### src/smc_pkg.sv
// Package for the supply monitor control block: register map, field layout, codes, timing.
// Assumes a 40 MHz system clock and byte-wide registers on a plain strobe port.
package smc_pkg;
  // Register offsets (byte addresses)
  localparam logic [3:0] SMC_ADDR_MODE = 4'h0;
  localparam logic [3:0] SMC_ADDR_THRESH = 4'h1;
  localparam logic [3:0] SMC_ADDR_WLEVEL = 4'h8;
  localparam logic [3:0] SMC_ADDR_IRQCTL = 4'h9;
  localparam logic [3:0] SMC_ADDR_IRQFLG = 4'ha;
  localparam logic [3:0] SMC_ADDR_STATE = 4'hb;
  // Mode control field positions
  localparam int SMC_SLEEP_LSB = 0;
  localparam int SMC_ACTIVE_LSB = 2;
  localparam int SMC_RATE_BIT = 4;
  // Fuse byte layout
  localparam int SMC_FUSE_SLEEP_LSB = 0;
  localparam int SMC_FUSE_ACTIVE_LSB = 2;
  localparam int SMC_FUSE_RATE_BIT = 4;
  localparam int SMC_FUSE_LEVEL_LSB = 5;
  // Interrupt control layout
  localparam int SMC_IE_BIT = 0;
  localparam int SMC_DIR_LSB = 1;
  // Reset values
  localparam logic [7:0] SMC_BYTE_ZERO = 8'h00;
  localparam logic [1:0] SMC_TWO_ZERO = 2'h0;
  // Detector modes
  localparam logic [1:0] SMC_MODE_OFF = 2'h0;
  localparam logic [1:0] SMC_MODE_ON = 2'h1;
  localparam logic [1:0] SMC_MODE_SAMPLED = 2'h2;
  localparam logic [1:0] SMC_MODE_ON_WAIT = 2'h3;
  // Crossing directions
  localparam logic [1:0] SMC_DIR_FALL = 2'h0;
  localparam logic [1:0] SMC_DIR_RISE = 2'h1;
  localparam logic [1:0] SMC_DIR_BOTH = 2'h2;
  // Unlock key and window
  localparam logic [7:0] SMC_UNLOCK_KEY = 8'hd8;
  localparam int SMC_UNLOCK_INSTR = 4;
  localparam int SMC_CYCLES_PER_INSTR = 1;
  localparam logic [3:0] SMC_UNLOCK_CYCLES = 4'(SMC_UNLOCK_INSTR * SMC_CYCLES_PER_INSTR);
  // Timing
  localparam int SMC_CLOCK_HZ = 40000000;
  localparam int SMC_RATE_FAST_HZ = 1000;
  localparam int SMC_RATE_SLOW_HZ = 125;
  localparam int SMC_FAST_CYCLES = SMC_CLOCK_HZ / SMC_RATE_FAST_HZ;
  localparam int SMC_SLOW_CYCLES = SMC_CLOCK_HZ / SMC_RATE_SLOW_HZ;
  localparam int SMC_PULSE_NS = 100;
  localparam int SMC_PULSE_CYCLES = (SMC_PULSE_NS * (SMC_CLOCK_HZ / 1000000) + 999) / 1000;
  localparam int SMC_TIMER_W = 19;
endpackage

### src/smc_supply_monitor_control.sv
// Supply monitor control: detector mode, warning monitor, flag and register file.
// Assumes analog comparator outputs arrive asynchronously, power state comes from the
// sleep controller on the same clock, and the unlock key write comes from the CPU.
//
// Contract
// - Reset loads threshold, sample rate and both mode fields from fuse.
// - Active-mode field is read-only to software.
// - Interrupt control bit 0 enables or disables the warning interrupt.
// - Direction 0 fall, 1 rise, 2 either; others reserved.
// - Warning monitor off when detector off; sampled when detector sampled.
// - Enabling the interrupt with direction 2 sets the flag at once. The code sets it only while the detector is on.
// - Warning interrupt is not requested while the processor is debug-halted.
// - Request asserted while flag and enable set, held until flag cleared.
// - Sleep entry uses sleep-mode field; wake-up returns to active-mode field.
// - Protected writes accepted only within four instructions after the unlock key.
// - Protected writes without unlock are ignored, value unchanged.
// - Mode control bit 4 picks sample rate: 0 gives 1 kHz, 1 gives 125 Hz.
// - Active mode: 0 off, 1 on, 2 sampled, 3 on with wake held till ready.
// - Sleep mode: 0 off, 1 on, 2 sampled, 3 reserved; deep sleep only.
// - Threshold register exposes read-only three-bit fuse threshold code.
// - Warning level code 0,1,2 gives 5, 15, 25 percent above threshold.
// - Warning flag updated only while the detector is enabled.
// - Status bit reads 1 below warning level, 0 above; valid when enabled.
// - Sampled mode pulses the detector each period; enabled keeps it on.
`timescale 1ns/10ps
module smc_supply_monitor_control
  import smc_pkg::*;
(
  // Clock and reset
  input wire logic clock,
  input wire logic reset,
  // Configuration fuse
  input wire logic [7:0] detectorFuseByte,
  // Register port
  input wire logic [3:0] regAddr,
  input wire logic [7:0] regWrData,
  input wire logic regWrite,
  input wire logic regRead,
  output logic [7:0] regRdData,
  // Unlock key write from the processor protection register
  input wire logic registerUnlockKeyWrite,
  input wire logic [7:0] registerUnlockKey,
  input wire logic instrRetire,
  // Power state and debug
  input wire logic deepSleep,
  input wire logic debugHalt,
  // Analog side
  input wire logic belowWarningAsync,
  input wire logic detectorReadyAsync,
  output logic detectorEnable,
  output logic [2:0] dropThresholdCode,
  output logic [1:0] warningOffsetLevel,
  output logic wakeHold,
  // Interrupt request
  output logic warningIrq
);
  typedef enum logic [1:0] {
    SMC_ST_ACTIVE = 2'b00,
    SMC_ST_SLEEP = 2'b01,
    SMC_ST_WAKE = 2'b11
  } smc_pwr_t;

  typedef struct packed {
    logic fuseDone;
    logic [1:0] sleepMode;
    logic [1:0] activeMode;
    logic sampleRateSelect;
    logic [2:0] dropCode;
    logic [1:0] offsetLevel;
    logic warningIrqEnable;
    logic [1:0] crossingDirection;
    logic warningFlag;
    logic belowState;
    logic belowPrev;
    logic prevValid;
    logic [3:0] unlockLeft;
    logic [SMC_TIMER_W-1:0] sampleTimer;
    logic [3:0] pulseLeft;
    smc_pwr_t pwr;
    logic detEn;
    logic wakeHoldOut;
    logic irq;
    logic [7:0] rdData;
  } smc_state_t;

  smc_state_t state_q, state_d;
  logic belowSync;
  logic readySync;
  logic [1:0] modeNow;
  logic detOn;
  logic sampleTick;
  logic [SMC_TIMER_W-1:0] periodCycles;
  logic fell;
  logic rose;
  logic trigger;
  logic protWrite;

  smc_sync uBelowSync (
    .clock(clock),
    .reset(reset),
    .async(belowWarningAsync),
    .synced(belowSync)
  );

  smc_sync uReadySync (
    .clock(clock),
    .reset(reset),
    .async(detectorReadyAsync),
    .synced(readySync)
  );

  always_comb
  begin
    state_d = state_q;
    // Fuse values are captured on the first clock after reset release
    if (!state_q.fuseDone)
    begin
      state_d.fuseDone = 1'b1;
      state_d.sleepMode = detectorFuseByte[SMC_FUSE_SLEEP_LSB +: 2];
      state_d.activeMode = detectorFuseByte[SMC_FUSE_ACTIVE_LSB +: 2];
      state_d.sampleRateSelect = detectorFuseByte[SMC_FUSE_RATE_BIT];
      state_d.dropCode = detectorFuseByte[SMC_FUSE_LEVEL_LSB +: 3];
    end

    // Power state sequencing
    unique case (state_q.pwr)
      SMC_ST_ACTIVE:
        if (deepSleep)
          state_d.pwr = SMC_ST_SLEEP;
      SMC_ST_SLEEP:
        if (!deepSleep)
          state_d.pwr = SMC_ST_WAKE;
      SMC_ST_WAKE:
        state_d.pwr = SMC_ST_ACTIVE;
      default:
        state_d.pwr = SMC_ST_ACTIVE;
    endcase

    // Mode in force; reserved sleep code 3 is treated as off
    if (state_q.pwr == SMC_ST_SLEEP)
      modeNow = (state_q.sleepMode == SMC_MODE_ON_WAIT) ? SMC_MODE_OFF : state_q.sleepMode;
    else
      modeNow = state_q.activeMode;

    // Sample period timer
    periodCycles = state_q.sampleRateSelect ? SMC_TIMER_W'(SMC_SLOW_CYCLES)
                                            : SMC_TIMER_W'(SMC_FAST_CYCLES);
    sampleTick = (state_q.sampleTimer >= periodCycles - SMC_TIMER_W'(1));
    if (modeNow != SMC_MODE_SAMPLED || sampleTick)
      state_d.sampleTimer = '0;
    else
      state_d.sampleTimer = state_q.sampleTimer + SMC_TIMER_W'(1);
    if (modeNow == SMC_MODE_SAMPLED && sampleTick)
      state_d.pulseLeft = 4'(SMC_PULSE_CYCLES);
    else if (state_q.pulseLeft != 4'h0)
      state_d.pulseLeft = state_q.pulseLeft - 4'h1;

    detOn = (modeNow == SMC_MODE_ON) || (modeNow == SMC_MODE_ON_WAIT)
         || (modeNow == SMC_MODE_SAMPLED && state_q.pulseLeft != 4'h0);
    state_d.detEn = detOn;
    // Wake-up waits for the detector when active code 3 is in force
    state_d.wakeHoldOut = (state_q.pwr == SMC_ST_WAKE || state_q.wakeHoldOut)
                        && state_q.activeMode == SMC_MODE_ON_WAIT && !readySync;

    // Warning monitor runs only while the detector is sampling the supply
    fell = state_q.prevValid && belowSync && !state_q.belowPrev;
    rose = state_q.prevValid && !belowSync && state_q.belowPrev;
    unique case (state_q.crossingDirection)
      SMC_DIR_FALL: trigger = fell;
      SMC_DIR_RISE: trigger = rose;
      SMC_DIR_BOTH: trigger = fell || rose;
      default: trigger = 1'b0;
    endcase
    if (detOn)
    begin
      state_d.belowState = belowSync;
      state_d.belowPrev = belowSync;
      state_d.prevValid = 1'b1;
    end

    // Unlock window counts retired instructions
    if (registerUnlockKeyWrite && registerUnlockKey == SMC_UNLOCK_KEY)
      state_d.unlockLeft = SMC_UNLOCK_CYCLES;
    else if (instrRetire && state_q.unlockLeft != 4'h0)
      state_d.unlockLeft = state_q.unlockLeft - 4'h1;
    protWrite = state_q.unlockLeft != 4'h0;

    // Register writes
    if (regWrite)
    begin
      unique case (regAddr)
        SMC_ADDR_MODE:
          if (protWrite)
          begin
            state_d.sleepMode = regWrData[SMC_SLEEP_LSB +: 2];
            state_d.sampleRateSelect = regWrData[SMC_RATE_BIT];
            state_d.unlockLeft = 4'h0;
          end
        SMC_ADDR_WLEVEL:
          state_d.offsetLevel = regWrData[1:0];
        SMC_ADDR_IRQCTL:
        begin
          state_d.warningIrqEnable = regWrData[SMC_IE_BIT];
          state_d.crossingDirection = regWrData[SMC_DIR_LSB +: 2];
        end
        default:
          ;
      endcase
    end

    // Flag: clear by writing one, but a new event in the same cycle wins
    if (regWrite && regAddr == SMC_ADDR_IRQFLG && regWrData[0])
      state_d.warningFlag = 1'b0;
    if (detOn && trigger)
      state_d.warningFlag = 1'b1;
    // Enabling with either-direction sets the flag immediately, but only while the detector is on
    if (regWrite && regAddr == SMC_ADDR_IRQCTL && regWrData[SMC_IE_BIT]
        && !state_q.warningIrqEnable && regWrData[SMC_DIR_LSB +: 2] == SMC_DIR_BOTH
        && detOn)
      state_d.warningFlag = 1'b1;

    state_d.irq = state_d.warningFlag && state_d.warningIrqEnable && !debugHalt;

    // Read data for the cycle after the strobe
    state_d.rdData = SMC_BYTE_ZERO;
    if (regRead)
    begin
      unique case (regAddr)
        SMC_ADDR_MODE:
          state_d.rdData = {3'h0, state_q.sampleRateSelect, state_q.activeMode,
                            state_q.sleepMode};
        SMC_ADDR_THRESH:
          state_d.rdData = {5'h0, state_q.dropCode};
        SMC_ADDR_WLEVEL:
          state_d.rdData = {6'h0, state_q.offsetLevel};
        SMC_ADDR_IRQCTL:
          state_d.rdData = {5'h0, state_q.crossingDirection, state_q.warningIrqEnable};
        SMC_ADDR_IRQFLG:
          state_d.rdData = {7'h0, state_q.warningFlag};
        SMC_ADDR_STATE:
          state_d.rdData = {7'h0, state_q.belowState};
        default:
          state_d.rdData = SMC_BYTE_ZERO;
      endcase
    end
  end

  always_ff @(posedge clock)
  begin
    if (reset)
    begin
      state_q <= '0;
      state_q.pwr <= SMC_ST_ACTIVE;
      state_q.offsetLevel <= SMC_TWO_ZERO;
    end
    else
      state_q <= state_d;
  end

  assign regRdData = state_q.rdData;
  assign detectorEnable = state_q.detEn;
  assign dropThresholdCode = state_q.dropCode;
  assign warningOffsetLevel = state_q.offsetLevel;
  assign wakeHold = state_q.wakeHoldOut;
  assign warningIrq = state_q.irq;
endmodule // smc_supply_monitor_control

### src/smc_sync.sv
// Two-flop synchroniser for one level from outside the clock domain.
// Assumes the input is a slowly changing level, not a pulse.
`timescale 1ns/10ps
module smc_sync
  import smc_pkg::*;
(
  // Clock and reset
  input wire logic clock,
  input wire logic reset,
  // Level
  input wire logic async,
  output logic synced
);
  typedef struct packed {
    logic first;
    logic second;
  } smc_sync_t;
  smc_sync_t state_q, state_d;

  always_comb
  begin
    state_d.first = async;
    state_d.second = state_q.first;
  end

  always_ff @(posedge clock)
  begin
    if (reset)
      state_q <= '0;
    else
      state_q <= state_d;
  end

  assign synced = state_q.second;
endmodule // smc_sync
### config.mk
export PLATFORM = sky130hd
export DESIGN_NAME = smc_supply_monitor_control
export DESIGN_NICKNAME = d
export VERILOG_FILES = /design/src/smc_pkg.sv /design/src/smc_supply_monitor_control.sv /design/src/smc_sync.sv
export SDC_FILE = /design/constraint.sdc
export NUM_CORES = 1
export LEC_CHECK = 0
export ABC_AREA = 1
export ABC_CLOCK_PERIOD_IN_PS = 3400
export BUFFER_PORTS_ARGS = -buffer_cell sky130_fd_sc_hd__buf_2
export CELL_PAD_IN_SITES_DETAIL_PLACEMENT = 0
export CELL_PAD_IN_SITES_GLOBAL_PLACEMENT = 1
export CORE_ASPECT_RATIO = 1.4
export CORE_MARGIN = 2
export CORE_UTILIZATION = 45
export CTS_BUF_LIST = sky130_fd_sc_hd__clkbuf_8
export DETAILED_ROUTE_END_ITERATION = 8
export PLACE_DENSITY_LB_ADDON = 0.3
export SKIP_LAST_GASP = 1
export SYNTH_ARGS = -nofsm -noshare
export SYNTH_HDL_FRONTEND = slang
export SYNTH_SLANG_ARGS = --single-unit
### constraint.sdc
create_clock -name clock -period 3.4 [get_ports clock]
set_input_delay 0.68 -clock clock [delete_from_list [all_inputs] [get_ports clock]]
set_output_delay 0.68 -clock clock [all_outputs]
set_load 0.02 [all_outputs]
==> flow_summary.rst <==
.. list-table::
   :header-rows: 1

   * - Metric
     - Value
   * - Outcome
     - finished, final reports clean
   * - Dpl hpwl
     - between 4000 and 5000 um
   * - Max clock buf depth
     - 2
   * - Area of the multi-input gates
     - 1470 sq um
   * - Overall overflow remaining after global route
     - 0
   * - Clock insertion delay at the later pin of the skew report
     - 0.34 ns
   * - Htree depth
     - 3
   * - Area growth, synth to finish
     - 13.4%
   * - Register bit count reported by yosys
     - slightly below 60
   * - Global-route wire length before repair
     - slightly below 10000 um
   * - Number of max-cap violations
     - 0
   * - FF-to-FF setup slack
     - about 1.3 ns
   * - Startpoint of the lowest-slack hold path
     - uReadySync.synced$_SDFF_PP0_
   * - Most instantiated flip-flop cell in the synthesis netlist
     - dfxtp_1
   * - Endpoint kind of the worst setup timing path
     - flip-flop
   * - Final ANT Viol Nets
     - 0
   * - Clock tree from TritonCTS
     - done
   * - Count of filler cells inserted in the layout
     - ~680
   * - Cts bufs inserted
     - 9
   * - Layout net count
     - between 400 and 500
   * - Vias per cell
     - 4.83
   * - Async SR Flop Fraction
     - 0%
   * - Vertical extent of the die
     - 100 um
   * - Number of enable-type register cells in the synthesized netlist
     - 0
   * - Post-synth design cell area
     - ~3000 sq um
   * - Total Neg Setup Slack
     - 0 ns
   * - Fraction of the cycle the final worst path needs
     - between 60% and 70%
   * - Root buffer selected by CTS
     - clkbuf_8
   * - Overall power
     - ~1.7 mW
   * - Reg2reg end
     - state_q[17]$_SDFF_PP0_
   * - Reg2Reg Launch Point
     - state_q[52]$_SDFF_PP0_
   * - Share of layout cells above drive strength 1
     - about 20%
   * - Cells on Worst Hold Path
     - 1
   * - Worst stage delay on the critical path
     - slightly above 0.4 ns
   * - Global-route total usage across every layer
     - approximately 18%
   * - Area of the core region
     - 6480 sq um
   * - Largest voltage drop on the vdd net
     - 332 uV
   * - Number of standard cells after synthesis
     - between 400 and 500
   * - I/O pin count
     - 54
   * - Yosys warning count
     - 0
   * - Initial core utilization
     - a little under half
   * - CP startpoint kind
     - flip-flop
   * - Clock tree sinks
     - 58
   * - Rows
     - 35
   * - Sequential cell area fraction in the yosys report
     - between 30% and 40%
   * - Min-Delay Path Class
     - reg2reg
   * - Top fanout value on the critical path
     - 19
   * - Cell with the most instances on the worst path
     - nor2_1
   * - Max Slew Vio Count
     - 0
   * - Iter 0 DRT Violations
     - 74
   * - Number of antenna violations at the first check in global routing
     - 0
   * - Count of endpoints failing setup in the final report
     - 0
   * - Instance count after placement with tap cells included
     - a little over 500
   * - Count of unresolved DRC violations after routing
     - 0
   * - Leakage Power
     - 1.49 nW
   * - Number of failing hold endpoints at the final stage
     - 0
   * - Routability-driven placement congestion ratio
     - 0.810
   * - Post-CTS sizing
     - 0
   * - Total via count after detailed routing
     - about 2500
   * - Non-filler instance count after layout
     - around 520
   * - Min Clock Period, post-route
     - 2.11 ns
   * - Post-DR wirelength/cell
     - 11.3 um
   * - Setup fix buffers added after clock tree synthesis
     - 0
   * - Post-CTS Hold Fix Bufs
     - 0
   * - Upper clock frequency limit
     - roughly 470 MHz
   * - Total Routed Length
     - 5910 um
   * - IO Port Bufs
     - 46
   * - Unrepaired setup endpoints after global routing
     - false
   * - CTS clock-pin slew for the worst setup and hold paths
     - about 0.07 ns
   * - Worst clock skew
     - between 0.007 and 0.008 ns
   * - Power density cells
     - between 500 and 600 nW/um^2
   * - Horizontal die dimension
     - 72.8 um
   * - Mean instance size in the synthesized netlist
     - around 7.4 sq um
   * - Cells traversed along the worst timing path
     - inv_1, ha_1, nand2_1, nor2_1, nand3_1, nor2_1, nor2_1, nand4_4, nor2_1
   * - Number of different library cells in the post-synthesis netlist
     - 38
   * - Sequential standard cell area
     - around 1200 sq um
   * - Slowest cell on crit path
     - dfxtp_1
   * - Vias in the first global route
     - approximately 2400
   * - Family of cells with the greatest summed delay on the critical path
     - simple AND/OR/NAND/NOR gates
   * - Largest net degree at the start of global routing
     - 20
   * - Critical path required time
     - 3.67 ns
   * - Crit path buffers/inverters
     - 1
   * - Number of detailed-routing iterations run before antenna repair
     - 4
   * - Cell count of the worst reg-to-reg path
     - 9
   * - Worst min-delay path endpoint
     - wakeHold$_SDFF_PP0_
   * - Number of antenna cells inserted
     - 0
   * - Area of the die
     - around 7300 sq um
   * - Crit path arrival time
     - around 2.4 ns
   * - Class of the most critical setup path
     - reg2reg
-- layer usage --
layer  part of all wire, %  vias to the layer above  track usage, %
met5                     0                        -               0
met4                   1.8                        0            8.12
met3                   3.4                        9            4.12
met2                    53                       39            32.3
met1                    41                     1138            18.5
li1                      -                     1345               -
-- cells by family (layout without fill, tap and decap cells) --
kind of cell               Yosys count  after routing  share of synthesized area [%]
and+or+nand+nor                    186            186                           29.0
buffers and inverters               80            124                           12.0
DFF                                 58             58                           39.0
AOI/OAI and AO/OA                   48             48                           9.24
xor gates and xnor gates            18             18                           5.29
adders and majority gates           12             12                           5.04
other                                1              3                          0.126
muxes                                1              1                          0.336
-- power by group --
part           internal, mW  switching (mW)
logic                 0.134           0.210
clock network         0.336           0.292
registers             0.736          0.0385
-- layout make-up --
class | count | share of cell area [%]
Inverter | 62 | 6.88
Clock buffer | 9 | 3.66
Tap cell | 74 | 2.74
Clock inverter | 7 | 2.11
Timing Repair Buffer | 46 | 6.81
Multi-Input combinational cell | 268 | 43.4
Sequential cell | 58 | 34.3
-- worst max path at each step --
stage / startpoint / end / slack [ns] / cells after the start
final: state_q[52]$_SDFF_PP0_ / state_q[17]$_SDFF_PP0_ / 1.29 / 9
after global routing: state_q[52]$_SDFF_PP0_ / state_q[34]$_SDFF_PP0_ / 1.14 / 7
after CTS: state_q[52]$_SDFF_PP0_ / state_q[17]$_SDFF_PP0_ / 1.25 / 9
after detailed placement: state_q[52]$_SDFF_PP0_ / state_q[17]$_SDFF_PP0_ / 1.28 / 9
after global placement: state_q[52]$_SDFF_PP0_ / state_q[33]$_SDFF_PP0_ / 1.31 / 9
after floorplan: state_q[52]$_SDFF_PP0_ / state_q[23]$_SDFF_PP0_ / 1.70 / 9
-- synth_stat cells, types with 3 or more instances --
cell,instances,area (sq um)
xnor2_1,6,52.6
nand2_2,4,25.0
clkbuf_1,3,11.3
nand3_1,22,110
buf_4,13,97.6
xor2_1,12,105
nor2_4,4,45.0
a21oi_1,16,80.1
nor2_1,65,244
ha_1,12,150
nand2_1,60,225
nand4_1,3,18.8
o211ai_1,3,22.5
o21ai_0,21,105
inv_1,61,229
nor3_1,7,35.0
nor2_2,14,87.6
dfxtp_1,58,1160
-- per-stage QoR --
step,worst slack [ns],hold WS [ns],utilization [%],instance area [sq um]
2_1_floorplan,1.70,0.373,-,2990
3_3_place_gp,1.31,0.379,49.2,3190
3_5_place_dp,1.28,0.385,49.2,3190
4_1_cts,1.25,0.394,52.2,3380
5_1_grt,1.14,0.425,52.2,3380
6_report,1.29,0.398,52.2,3380
-- cells in the final DEF (no fill, tap or decap), types with 2 or more instances in the layout --
master and n:
nor2_4 4, clkinv_4 2, nand2_2 4, inv_1 62, xor2_1 12, nor3_1 7, conb_1 3, nand2_1 60
a21oi_1 16, o21ai_0 21, nor2_1 65, clkbuf_8 9, nand4_1 3, clkinvlp_4 2, nor2_2 14, nand3_1 22
o211ai_1 3, buf_2 46, xnor2_1 6, dfxtp_1 58, ha_1 12
-- sequential cells by signal, summed over array words and instances, names as in the netlist --
name / cells
dropThresholdCode: 3
warningOffsetLevel: 2
uBelowSync.synced: 1
uReadySync.state_d: 1
regRdData: 5
uReadySync.synced: 1
state_q: 41
detectorEnable: 1
warningIrq: 1
wakeHold: 1
uBelowSync.state_d: 1
No activity file was read; power rests on OpenSTA's default activity.
